### config.mk
export PLATFORM = sky130hd
export DESIGN_NAME = pfs_top
export DESIGN_NICKNAME = d
export VERILOG_FILES = /design/src/inc/pfs_pkg.sv /design/src/inc/pfs_req_if.sv /design/src/rtl/pfs_req_decode.sv /design/src/rtl/pfs_wake_detect.sv /design/src/rtl/pfs_top.sv
export SDC_FILE = /design/constraint.sdc
export NUM_CORES = 1
export LEC_CHECK = 0
export CAP_MARGIN = 40
export CORE_AREA = 2 2 75 77
export CTS_CLUSTER_DIAMETER = 60
export DETAILED_ROUTE_END_ITERATION = 8
export DIE_AREA = 0 0 77 79
export DONT_BUFFER_PORTS = 1
export GPL_TIMING_DRIVEN = 0
export PLACE_DENSITY = 0.73
export SLEW_MARGIN = 25
export SYNTH_ARGS = -nofsm -noshare
export SYNTH_HDL_FRONTEND = slang
export SYNTH_SLANG_ARGS = --single-unit
### constraint.sdc
create_clock -name clk_i -period 2.6 [get_ports clk_i]
set_input_delay 0.39 -clock clk_i [delete_from_list [all_inputs] [get_ports clk_i]]
set_output_delay 0.39 -clock clk_i [all_outputs]
set_load 0.01 [all_outputs]
### src/inc/pfs_pkg.sv
// Shared constants and types of the feature-set request block.
// Assumes a 32-bit classic Wishbone slave with byte addresses.
package pfs_pkg;
    // Setup packet fields of the accepted request.
    localparam logic [7:0]  REQ_TYPE_H2D   = 8'h00;
    localparam logic [15:0] ZERO_LENGTH    = 16'h0000;
    // Charging policy codes and the first unusable code.
    localparam logic [1:0]  POL_DEFAULT    = 2'h0;
    localparam logic [1:0]  POL_HIGH       = 2'h1;
    localparam logic [1:0]  POL_LOW        = 2'h2;
    localparam logic [1:0]  POL_NONE       = 2'h3;
    localparam logic [15:0] POL_LIMIT      = 16'h0004;
    localparam logic [1:0]  POLICY_RST     = 2'h0;
    // Wake mask layout; the status and irq mask use the ST_ positions below.
    localparam int          WAKE_BITS      = 3;
    localparam int          WAKE_ATTACH    = 0;
    localparam int          WAKE_FLOW      = 1;
    localparam int          WAKE_ERROR     = 2;
    localparam logic [2:0]  WAKE_MASK_RST  = 3'h0;
    // Register byte offsets.
    localparam logic [7:0]  ADR_CAP        = 8'h00;
    localparam logic [7:0]  ADR_STATUS     = 8'h04;
    localparam logic [7:0]  ADR_IRQ_MASK   = 8'h08;
    localparam logic [7:0]  ADR_SETTING    = 8'h0C;
    // Field positions and reset values.
    localparam int          CAP_PD_BIT     = 6;
    localparam logic [7:0]  CAP_RST        = 8'h00;
    localparam int          ST_WAKE        = 0;
    localparam int          ST_ACCEPT      = 1;
    localparam int          ST_STALL       = 2;
    localparam logic [2:0]  STATUS_RST     = 3'h0;
    localparam logic [2:0]  IRQ_MASK_RST   = 3'h0;
    localparam int          SET_POL_LSB    = 4;
    // Bus state of the device as reported by the protocol engine.
    typedef enum logic [1:0] {
        PFS_DEFAULT,
        PFS_ADDRESS,
        PFS_CONFIGURED,
        PFS_SUSPENDED
    } pfs_dev_state_t;
endpackage

### src/inc/pfs_req_if.sv
// Decoded setup request between the top and its decoder.
// Assumes both ends sit in one clock domain.
`timescale 1ns/100ps
interface pfs_req_if;
    logic        valid;
    logic [7:0]  req_type;
    logic [7:0]  request;
    logic [15:0] value;
    logic [15:0] index;
    logic [15:0] length;
    logic        state_ok;
    logic        cap_ok;
    logic        take_wake;
    logic        take_charge;
    logic        reject;
    modport dec (input valid, req_type, request, value, index, length,
                 state_ok, cap_ok, output take_wake, take_charge, reject);
    modport top (output valid, req_type, request, value, index, length,
                 state_ok, cap_ok, input take_wake, take_charge, reject);
endinterface

### src/rtl/pfs_req_decode.sv
// Combinational decoder of the feature-set setup request.
// Assumes the setup fields are held stable while valid is high.
`timescale 1ns/100ps
module pfs_req_decode #(
    parameter logic [7:0]  SET_FEATURE_REQ = 8'h03,
    parameter logic [15:0] WAKE_SEL        = 16'h0001,
    parameter logic [15:0] CHARGE_SEL      = 16'h0002
) (
    pfs_req_if.dec rq  // Request fields in, decision out.
);
    import pfs_pkg::*;
    wire hit;
    wire ok;
    wire is_wake;
    wire is_chg;
    // Other requests belong to other handlers and are not answered here.
    assign hit     = rq.valid && rq.req_type == REQ_TYPE_H2D
                     && rq.request == SET_FEATURE_REQ;
    assign ok      = rq.length == ZERO_LENGTH && rq.state_ok && rq.cap_ok;
    assign is_wake = rq.value == WAKE_SEL;
    assign is_chg  = rq.value == CHARGE_SEL && rq.index < POL_LIMIT;
    // Only the two selectors are taken; all else in our request stalls.
    assign rq.take_wake   = hit && ok && is_wake;
    assign rq.take_charge = hit && ok && is_chg;
    assign rq.reject      = hit && !(ok && (is_wake || is_chg));
endmodule

### src/rtl/pfs_wake_detect.sv
// Per-event change detector for battery wake events.
// Assumes level inputs are synchronous to clk_i.
`timescale 1ns/100ps
module pfs_wake_detect #(
    parameter int           N        = 3,
    parameter logic [N-1:0] ANY_EDGE = '0
) (
    input  wire logic         clk_i,    // Device clock.
    input  wire logic         rst_i,    // Synchronous reset.
    input  wire logic [N-1:0] level_i,  // Event source levels.
    input  wire logic [N-1:0] mask_i,   // Per-event enables.
    output logic      [N-1:0] hit_o     // Masked event pulses.
);
    logic [N-1:0] prev;
    logic         primed;
    // The first cycle after reset only takes a baseline, so a battery
    // already present at reset does not look like a new attach.
    always_ff @(posedge clk_i) begin
        if (rst_i) begin
            primed <= 1'b0;
        end else begin
            primed <= 1'b1;
        end
    end
    for (genvar g = 0; g < N; g++) begin : g_evt
        always_ff @(posedge clk_i) begin
            if (rst_i) begin
                prev[g] <= 1'b0;
            end else begin
                prev[g] <= level_i[g];
            end
        end
        // Rising edge, or any change where the event has two directions.
        assign hit_o[g] = primed && mask_i[g] && (ANY_EDGE[g]
                          ? level_i[g] != prev[g]
                          : level_i[g] && !prev[g]);
    end
endmodule

### src/rtl/pfs_top.sv
// Feature-set request handler: wake mask, charging policy, registers.
// Assumes setup fields come from the control endpoint engine as a
// one-cycle strobe, and battery and power inputs are synchronous.
`timescale 1ns/100ps
// Overview of operation
// - The request is a host-to-device SET_FEATURE of type 00h, selector in wValue, argument in wIndex, no data, and its value is stored.
// - Only the battery wake selector and the charging selector are taken, each enabling its function.
// - With wake mask bit 0 set, a battery attach raises a wake event.
// - With wake mask bit 1 set, any change between charging and discharging raises a wake event.
// - With wake mask bit 2 set, a battery error raises a wake event.
// - Each of the three wake events follows the latest written mask bit on its own.
// - Charging codes 04h and up are unusable, and the policy has no effect under above-default connector current or a power contract.
// - Code 00h is the default and keeps to the default or otherwise negotiated limits.
// - Code 01h allows extra draw when unconfigured or suspended, capped at the higher of the high-power charge limit and the negotiated one; here in any state.
// - Code 02h allows extra draw when unconfigured or suspended, capped at the higher of the low-power charge limit and the negotiated one; here in any state.
// - Code 03h forbids any charging draw in every bus state.
// - The request is valid only in the Address or Configured state.
// - The request is valid only if the capability descriptor attribute bit 6 is set.
// - Every device reset returns the stored settings to 0.
module pfs_top #(
    parameter logic [7:0]  SET_FEATURE_REQ = 8'h03,
    parameter logic [15:0] WAKE_SEL        = 16'h0001,
    parameter logic [15:0] CHARGE_SEL      = 16'h0002,
    parameter int          LIMIT_W         = 16,
    parameter int unsigned HIGH_LIMIT_MA   = 1500,
    parameter int unsigned LOW_LIMIT_MA    = 500
) (
    input  wire logic                  clk_i,          // 200 MHz clock.
    input  wire logic                  rst_i,          // Sync reset.
    input  wire logic                  wb_cyc_i,       // Bus cycle.
    input  wire logic                  wb_stb_i,       // Bus strobe.
    input  wire logic                  wb_we_i,        // Write enable.
    input  wire logic [7:0]            wb_adr_i,       // Byte address.
    input  wire logic [3:0]            wb_sel_i,       // Byte lanes.
    input  wire logic [31:0]           wb_dat_i,       // Write data.
    output logic      [31:0]           wb_dat_o,       // Read data.
    output logic                       wb_ack_o,       // Acknowledge.
    output logic                       irq_o,          // Level irq.
    input  wire logic                  setup_valid_i,  // Setup strobe.
    input  wire logic [7:0]            setup_type_i,   // Request type.
    input  wire logic [7:0]            setup_req_i,    // Request code.
    input  wire logic [15:0]           setup_value_i,  // Selector.
    input  wire logic [15:0]           setup_index_i,  // Argument.
    input  wire logic [15:0]           setup_length_i, // Data length.
    input  wire logic                  bus_reset_i,    // Device reset.
    input  wire pfs_pkg::pfs_dev_state_t dev_state_i,  // Bus state.
    output logic                       req_ack_o,      // Status ok.
    output logic                       req_stall_o,    // Request error.
    input  wire logic                  battery_present_i,  // Attached.
    input  wire logic                  battery_charging_i, // Charging.
    input  wire logic                  battery_error_i,    // Error.
    output logic                       wake_event_o,   // Wake pulse.
    input  wire logic                  typec_above_default_i, // High cc.
    input  wire logic                  pd_contract_i,  // Contract held.
    input  wire logic [LIMIT_W-1:0]    negotiated_limit_i, // Other mA.
    output logic      [LIMIT_W-1:0]    charge_limit_o, // Charge cap mA.
    output logic                       charge_extra_o, // Extra allowed.
    output logic                       charge_inhibit_o // No charging.
);
    import pfs_pkg::*;

    // Refuse widths that cannot hold the charge limits.
    if (LIMIT_W < 1 || LIMIT_W > 32) begin : g_bad_w
        $error("LIMIT_W out of range");
    end
    if (HIGH_LIMIT_MA >= (64'd1 << LIMIT_W)
        || LOW_LIMIT_MA >= (64'd1 << LIMIT_W)) begin : g_bad_lim
        $error("charge limit does not fit LIMIT_W");
    end

    localparam logic [LIMIT_W-1:0] HIGH_LIM = LIMIT_W'(HIGH_LIMIT_MA);
    localparam logic [LIMIT_W-1:0] LOW_LIM  = LIMIT_W'(LOW_LIMIT_MA);

    logic [7:0]           cap;
    logic [2:0]           status;
    logic [2:0]           irq_mask;
    logic [2:0]           wake_mask;
    logic [1:0]           policy;
    logic [31:0]          next_rdata;
    logic [LIMIT_W-1:0]   next_limit;
    logic [2:0]           wake_hit;
    wire                  wb_req;
    wire                  wr_lane0;
    wire                  hit_cap;
    wire                  hit_status;
    wire                  hit_mask;
    wire                  hit_setting;
    wire                  rd_status_done;
    wire                  override;
    wire                  take_any;
    wire [2:0]            status_set;
    wire [LIMIT_W-1:0]    high_cap;
    wire [LIMIT_W-1:0]    low_cap;

    pfs_req_if rq ();

    // Request fields and validity terms for the decoder.
    assign rq.valid    = setup_valid_i && !bus_reset_i;
    assign rq.req_type = setup_type_i;
    assign rq.request  = setup_req_i;
    assign rq.value    = setup_value_i;
    assign rq.index    = setup_index_i;
    assign rq.length   = setup_length_i;
    assign rq.state_ok = dev_state_i == PFS_ADDRESS
                         || dev_state_i == PFS_CONFIGURED;
    assign rq.cap_ok   = cap[CAP_PD_BIT];

    pfs_req_decode #(
        .SET_FEATURE_REQ (SET_FEATURE_REQ),
        .WAKE_SEL        (WAKE_SEL),
        .CHARGE_SEL      (CHARGE_SEL)
    ) u_dec (
        .rq (rq)
    );

    // Flow change wakes in both directions, the others on a rising level.
    pfs_wake_detect #(
        .N        (WAKE_BITS),
        .ANY_EDGE (3'b010)
    ) u_wake (
        .clk_i   (clk_i),
        .rst_i   (rst_i),
        .level_i ({battery_error_i, battery_charging_i, battery_present_i}),
        .mask_i  (wake_mask),
        .hit_o   (wake_hit)
    );

    // Wishbone decode; unmapped addresses answer with zero data.
    assign wb_req      = wb_cyc_i && wb_stb_i && !wb_ack_o;
    assign wr_lane0    = wb_req && wb_we_i && wb_sel_i[0];
    assign hit_cap     = wb_adr_i == ADR_CAP;
    assign hit_status  = wb_adr_i == ADR_STATUS;
    assign hit_mask    = wb_adr_i == ADR_IRQ_MASK;
    assign hit_setting = wb_adr_i == ADR_SETTING;
    assign rd_status_done = wb_cyc_i && wb_stb_i && !wb_we_i
                            && wb_ack_o && hit_status;

    // Read multiplexer; bits above each field read as zero.
    always_comb begin
        next_rdata = 32'h0000_0000;
        if (hit_cap) begin
            next_rdata[7:0] = cap;
        end else if (hit_status) begin
            next_rdata[2:0] = status;
        end else if (hit_mask) begin
            next_rdata[2:0] = irq_mask;
        end else if (hit_setting) begin
            next_rdata[2:0] = wake_mask;
            next_rdata[SET_POL_LSB +: 2] = policy;
        end
    end

    // Single-wait-state ack; it drops in the cycle after it was given.
    always_ff @(posedge clk_i) begin
        if (rst_i) begin
            wb_ack_o <= 1'b0;
            wb_dat_o <= 32'h0000_0000;
        end else begin
            wb_ack_o <= wb_req;
            wb_dat_o <= (wb_req && !wb_we_i) ? next_rdata : 32'h0000_0000;
        end
    end

    // Software-written registers; only byte lane 0 carries fields.
    always_ff @(posedge clk_i) begin
        if (rst_i) begin
            cap      <= CAP_RST;
            irq_mask <= IRQ_MASK_RST;
        end else begin
            if (wr_lane0 && hit_cap) begin
                cap <= wb_dat_i[7:0];
            end
            if (wr_lane0 && hit_mask) begin
                irq_mask <= wb_dat_i[2:0];
            end
        end
    end

    // Stored request settings; either reset restores the defaults.
    // Only bits 2:0 of the mask argument are kept.
    always_ff @(posedge clk_i) begin
        if (rst_i || bus_reset_i) begin
            wake_mask <= WAKE_MASK_RST;
            policy    <= POLICY_RST;
        end else begin
            if (rq.take_wake) begin
                wake_mask <= setup_index_i[2:0];
            end
            if (rq.take_charge) begin
                policy <= setup_index_i[1:0];
            end
        end
    end

    // Request answer and wake pulse, one cycle after the cause.
    assign take_any = rq.take_wake || rq.take_charge;
    always_ff @(posedge clk_i) begin
        if (rst_i) begin
            req_ack_o    <= 1'b0;
            req_stall_o  <= 1'b0;
            wake_event_o <= 1'b0;
        end else begin
            req_ack_o    <= take_any;
            req_stall_o  <= rq.reject;
            wake_event_o <= |wake_hit;
        end
    end

    // Sticky status; a new event beats the clear of a read.
    // A read clears only the bits it returned, so an event that lands
    // between the data capture and the ack edge is not lost.
    assign status_set = {rq.reject, take_any, |wake_hit};
    always_ff @(posedge clk_i) begin
        if (rst_i) begin
            status <= STATUS_RST;
            irq_o  <= 1'b0;
        end else begin
            status <= (status & ~(wb_dat_o[2:0] & {3{rd_status_done}}))
                      | status_set;
            irq_o  <= |(status & irq_mask);
        end
    end

    // Charging cap; connector current or a contract takes precedence.
    assign override = typec_above_default_i || pd_contract_i;
    assign high_cap = (HIGH_LIM > negotiated_limit_i)
                      ? HIGH_LIM : negotiated_limit_i;
    assign low_cap  = (LOW_LIM > negotiated_limit_i)
                      ? LOW_LIM : negotiated_limit_i;
    always_comb begin
        next_limit = negotiated_limit_i;
        if (!override) begin
            unique case (policy)
                POL_DEFAULT: next_limit = negotiated_limit_i;
                POL_HIGH:    next_limit = high_cap;
                POL_LOW:     next_limit = low_cap;
                POL_NONE:    next_limit = '0;
            endcase
        end
    end

    // Registered power outputs; extra draw only under codes 01h/02h.
    always_ff @(posedge clk_i) begin
        if (rst_i) begin
            charge_limit_o   <= '0;
            charge_extra_o   <= 1'b0;
            charge_inhibit_o <= 1'b0;
        end else begin
            charge_limit_o   <= next_limit;
            charge_extra_o   <= !override
                                && (policy == POL_HIGH
                                || policy == POL_LOW);
            charge_inhibit_o <= !override && policy == POL_NONE;
        end
    end
endmodule

* Yosys cells after proc, flatten, opt, wreduce, memory -nomap -nowiden
Cells that the tools add are included.
** Word-level totals
- Memories :: 0
- Logic and storage cells :: 107
- Memory bits (writable) :: 0
- Bits in read-only memories :: 0
- Output and inout port bits :: 55
- Input port bits :: 138
- Latch bits :: 0
- Flip-flop bits (word level) :: 78
** Cells by class
- Shifts and indexed selects :: 0
- Reductions and logical operators :: 52
- Multiply operators :: 0
- Mux-type cells :: 13
- Div/mod/pow operators :: 0
- Add/subtract/negate cells :: 0
- Magnitude comparators :: 3
- Bitwise gates (word level) :: 7
- Equal/unequal tests :: 12
** Operators by type and width (number)
- $pmux 16 s4 :: 1
- $mux 16 :: 3
- $logic_and 1x1->1 :: 31
- $eq 16x1->1 const B :: 1
- $eq 16x2->1 const B :: 1
- $eq 8x4->1 const B :: 2
- $gt 11x16->1 const A :: 1
- $gt 9x16->1 const A :: 1
- $logic_not 16->1 :: 1
- $logic_not 8->1 :: 2
- $lt 16x3->1 const B :: 1
- $mux 3 :: 4
- $and 3x3->3 :: 3
- $reduce_or 3->1 :: 3
- $eq 8x2->1 const B :: 1
- $eq 8x3->1 const B :: 1
- $mux 2 :: 4
- $logic_not 1->1 :: 7
- $eq 2x2->1 const B :: 3
- $logic_or 1x1->1 :: 6
- $eq 2x1->1 const B :: 2
- $not 3->3 :: 1
- $or 3x3->3 :: 1
- $logic_not 2->1 :: 1
- other kinds (4) :: 5

* Logic depth before layout (Yosys ltp)
- Word-level depth :: 8
- Mapped depth :: 7
- Depth with buffers taken out :: 7

* By module
From an unflattened synthesis, not the netlist that was laid out.
** Second synthesis, totals
- Cells, all modules :: 259
- Area, all modules :: 2521.2 µm²
** Modules (own cells, without submodules)
- pfs_top :: instances 1, area each 2185.8 µm², cells an instance 219, seq. area each 1001.0 µm²
- pfs_req_decode :: instances 1, area each 197.7 µm², cells an instance 28, seq. area each 0.0 µm²
- pfs_wake_detect :: instances 1, area each 137.6 µm², cells an instance 12, seq. area each 80.1 µm²

* Worst setup path before layout
OpenSTA, ideal clock, no wires.
- Path type :: input-to-reg
- From :: input port setup_length_i[5]
- To :: register status[1]
- Stages :: 5
- Setup slack :: 0.394 ns
- Setup time :: 0.067 ns
- Data required time :: 2.533 ns
- Arrival time :: 2.139 ns
- Path buffers :: 0
- Cells stage by stage :: or4_1 -> or4_1 -> or4_4 -> a21o_1 -> a21oi_2
** On the way
- Longest elaborated chain between the ends :: 7
- Elaborated cells between the ends (all ways) :: 8
- Those cells by class :: bitwise (1); reduce/logical (7)
** Ends and longest elaborated chain
- start, declared :: line pfs_top.sv:44 : input wire logic [15:0] setup_length_i,
- $logic_not 16->1 * :: line pfs_req_decode.sv:19 : assign ok = rq.length == ZERO_LENGTH && rq.state_ok && rq.cap_ok;
- $logic_and 1x1->1 * (2 in a row) :: line pfs_req_decode.sv:19
- $logic_and 1x1->1 * :: line pfs_req_decode.sv:23, pfs_req_decode.sv:24
- $logic_and 1x1->1, on equally long branches :: line pfs_req_decode.sv:23, pfs_req_decode.sv:24
- $logic_or 1x1->1 * :: line pfs_top.sv:196 : assign take_any = rq.take_wake || rq.take_charge;
- $or 3x3->3 * :: line pfs_top.sv:219 : | status_set;
- end signal, assigned :: line pfs_top.sv:218 : status <= (status & ~(wb_dat_o[2:0] & {3{rd_status_done}}))
- end, declared :: line pfs_top.sv:75 : logic [2:0] status;
Every way passes the cells marked *; elsewhere a longest branch is shown, timed or not.
A chain may end at the register's enable or synchronous reset.

* Worst setup path after layout
- From :: register policy[1]
- To :: register charge_limit_o[6]
** On the way
- Longest elaborated chain between the ends :: 3
- Elaborated cells between the ends (all ways) :: 6
- Those cells by class :: eq/ne (3); mux (2); reduce/logical (1)
** Ends and longest elaborated chain
- start, declared :: line pfs_top.sv:78 : logic [1:0] policy;
- start signal, assigned :: line pfs_top.sv:190 : policy <= setup_index_i[1:0];
- $eq 2x2->1, or another cell as far along :: line pfs_top.sv:233 : unique case (policy)
- $pmux 16 s4 * :: line pfs_top.sv:233
- $mux 16 * :: line pfs_top.sv:232 : if (!override) begin
- end signal, assigned :: line pfs_top.sv:249 : charge_limit_o <= next_limit;
- end, declared :: line pfs_top.sv:56 : output logic [LIMIT_W-1:0] charge_limit_o,
Marked as above.

==> impl_metrics.ini <==
[outcome]
status = finished, final reports clean

[timing]
finClkSkew_ns = 0.00972
slew_headroom_pct = 51.3
setup_tns_ns = 0
hold_viol = 0
tightestPinTransition_ns = 0.720
slew_violations = 0
hold_ws_ns = 0.177
finalSetupViolCount = 0
fmax_ghz = 0.432
setup_slack_ns = 0.287
fin_crit_ns = 2.31
rsz0062_at_grt = no
post-route-period-util_pct = 89.0

[synth]
synthCells = 264
synth_edf_count = 0
netlist_top_cells_area = dfxtp_1 43%, buf_4 7.2%, mux2i_1 4.4%, nor2_1 3.5%, nor4_1 3.3%
netlist_top_cells_count = 54 x dfxtp_1, 24 x buf_4, 23 x nor2_1
synth_cell_types = 49
synth-seq-cells = 54
synth_flop_cell = dfxtp_1
yosys_warnings = 0
syn_area_per_cell_um2 = 9.45
synthDominantCellAreaShare_pct = 43.4
synth_largest_area_cell = dfxtp_1
ys_seq_area_share_pct = 43.4
async_flop_share_pct = 0
yosysMostFrequentCell = dfxtp_1
syn_area_um2 = 2490

[clocking]
cts_setup_buffers = 0
root_buffer = clkbuf_8
path_clk_slew_ns = 0.11
cts_sinks = 54
htreeDepth = 2
ctsHoldBuffers = 0
clkLatencyLatePin_ns = 0.31
cts_buffer_depth = 2
cts_buffers = 5
cts_resized = 0
cts_tree = done

[route]
first_pass_iters = 4
drtIter0Drc = 66
viasPerCell = 5.46
drc = 0
num_vias = 2010
wire_per_inst_um = 16.0
wl_mm = 5.87
postRouteAntennaNets = 0

[layout]
drive_gt1_share_pct = 14.9
antenna_cells = 0
synthToLayoutAreaGrowth_pct = 11.1
nNetsFinal = 437
fin_util_pct = 51.9
stdcell_count = 368
fin_area_um2 = 2770
nFillCells = 539

[setup_path]
crit_arrival_ns = 2.55
r2r_cells = 6
regToRegEndpoint = charge_limit_o[6]$_SDFF_PP0_
end_kind = flip-flop
reg2reg_slack_ns = 0.29
r2r_start = policy[1]$_SDFFE_PP0P_
worstPathRequired_ns = 2.83
critPathKind = flip-flop to flip-flop
cp_max_fo = 5
start_kind = flip-flop

[min_path]
worstHoldStart = rst_i
hold_depth = 1
hold_path_class = input pin to flip-flop
whs_endpoint = req_stall_o$_SDFF_PP0_

[die]
start_util_pct = 46.7
die-area_um2 = 6080
fp.dieW_um = 77
core-area_um2 = 5340
io_pins = 193
row_count = 27
dieHeight_um = 79

[global_routing]
grt_max_degree = 20
gr-usage-all-layers_pct = 18.5
grt_pass1_vias = 1898
gr-total-overflow = 0
antenna_found_initial = 0
grt_pass1_wl_mm = 8.86

[placed_design]
port_buffers = 0
dp.final_hpwl_mm = 4.92
place_congestion = 0.839
dp_cells = 359
post-place-ws_ns = 0.285
placed_area_um2 = 2670

[job]
cap_violations = 0

[power]
peakVddDrop_uv = 224
leakage_nw = 1.16
power_mw = 1.44
powerDensity_nw_per_um2 = 521
## power by group
part	switching, mW	leakage, nW	internal (mW)
clock	0.285	0.0502	0.200
combinational	0.0515	0.666	0.0509
sequential	0.0123	0.440	0.844
## logic make-up (layout without fill, tap and decap cells)
kind of cell / after synthesis / in the layout / synth area share, %
AND/OR/NAND/NOR: 114 / 114 / 26.6
flip-flops: 54 / 54 / 43.4
AO/OA/AOI/OAI: 41 / 41 / 11.3
buffers and inverters: 34 / 43 / 8.73
multiplexers: 14 / 14 / 7.12
adder cells (fa/ha/maj): 4 / 4 / 2.01
XOR/XNOR: 2 / 2 / 0.703
other: 1 / 24 / 0.150
## cells in the final DEF (no fill, tap or decap), types with 2 or more instances in the layout
cell type / netlist / final
clkbuf_8: 0 / 5
clkinv_4: 0 / 2
nor4_1: 13 / 13
and3_1: 6 / 6
nor3_1: 5 / 5
nand3b_1: 4 / 4
and2_1: 10 / 10
o21ai_0: 7 / 7
dfxtp_1: 54 / 54
nor3b_1: 3 / 3
nor2b_1: 5 / 5
xor2_1: 2 / 2
conb_1: 1 / 24
inv_1: 5 / 5
nand4b_1: 2 / 2
or3_1: 2 / 2
buf_4: 24 / 24
clkbuf_1: 5 / 6
nor2_1: 23 / 23
nor4b_1: 3 / 3
nand4_1: 7 / 7
o21a_1: 3 / 3
a21oi_1: 12 / 12
mux2i_1: 11 / 11
or2_2: 3 / 3
nand2_1: 11 / 11
a31oi_1: 2 / 2
nand3_1: 4 / 4
o2111a_1: 2 / 2
a31o_2: 2 / 2
or4_1: 8 / 8
mux4_2: 3 / 3
ha_1: 4 / 4
## worst max-delay path by stage
stage,slack (ns),end,start
finish,0.29,charge_limit_o[6]$_SDFF_PP0_,policy[1]$_SDFFE_PP0P_
global route,0.06,charge_limit_o[6]$_SDFF_PP0_,policy[1]$_SDFFE_PP0P_
CTS,0.29,charge_limit_o[6]$_SDFF_PP0_,policy[0]$_SDFFE_PP0P_
detailed placement,0.29,status[1]$_SDFF_PP0_,setup_length_i[5]
global placement,0.30,status[1]$_SDFF_PP0_,setup_length_i[5]
floorplan,0.39,status[1]$_SDFF_PP0_,setup_length_i[5]
## final cells by class
| class | count | area, um^2 | area share (%) |
|---|---|---|---|
| flip-flops and latches | 54 | 1080 | 39.0 |
| multi-input cells | 199 | 1280 | 46.2 |
| inverters | 5 | 18.8 | 0.677 |
| repair buffers | 1 | 3.75 | 0.135 |
| well taps | 72 | 90.1 | 3.25 |
| clock inverters | 3 | 28.8 | 1.04 |
| plain buffers | 29 | 199 | 7.18 |
| clock buffers | 5 | 68.8 | 2.48 |
## critical path, cell delays in order, from the launching register on
cell and delay, ns:
dfxtp_1 0.46, inv_1 0.10, ha_1 0.21, or4_1 0.50, nor4b_1 0.62, a31oi_1 0.17
a21oi_1 0.18
## flip-flops by register name (all words and copies together), names as in the netlist
signal and cells:
status 3, u_wake.prev 3, irq_o 1, req_stall_o 1
wb_dat_o 8, charge_limit_o 16, charge_inhibit_o 1, wake_mask 3
wb_ack_o 1, policy 2, wake_event_o 1, irq_mask 3
charge_extra_o 1, u_wake.primed 1, cap 8, req_ack_o 1
## layer usage
metal / track usage, % / vias to the layer above / share of wire, %
met1: 21.2 / 912 / 39
met5: 0 / - / 0
li1: - / 983 / -
met3: 5.11 / 9 / 8.7
met4: 5.18 / 0 / 1.5
met2: 33.9 / 106 / 51
(Power assumes the default switching activity.)
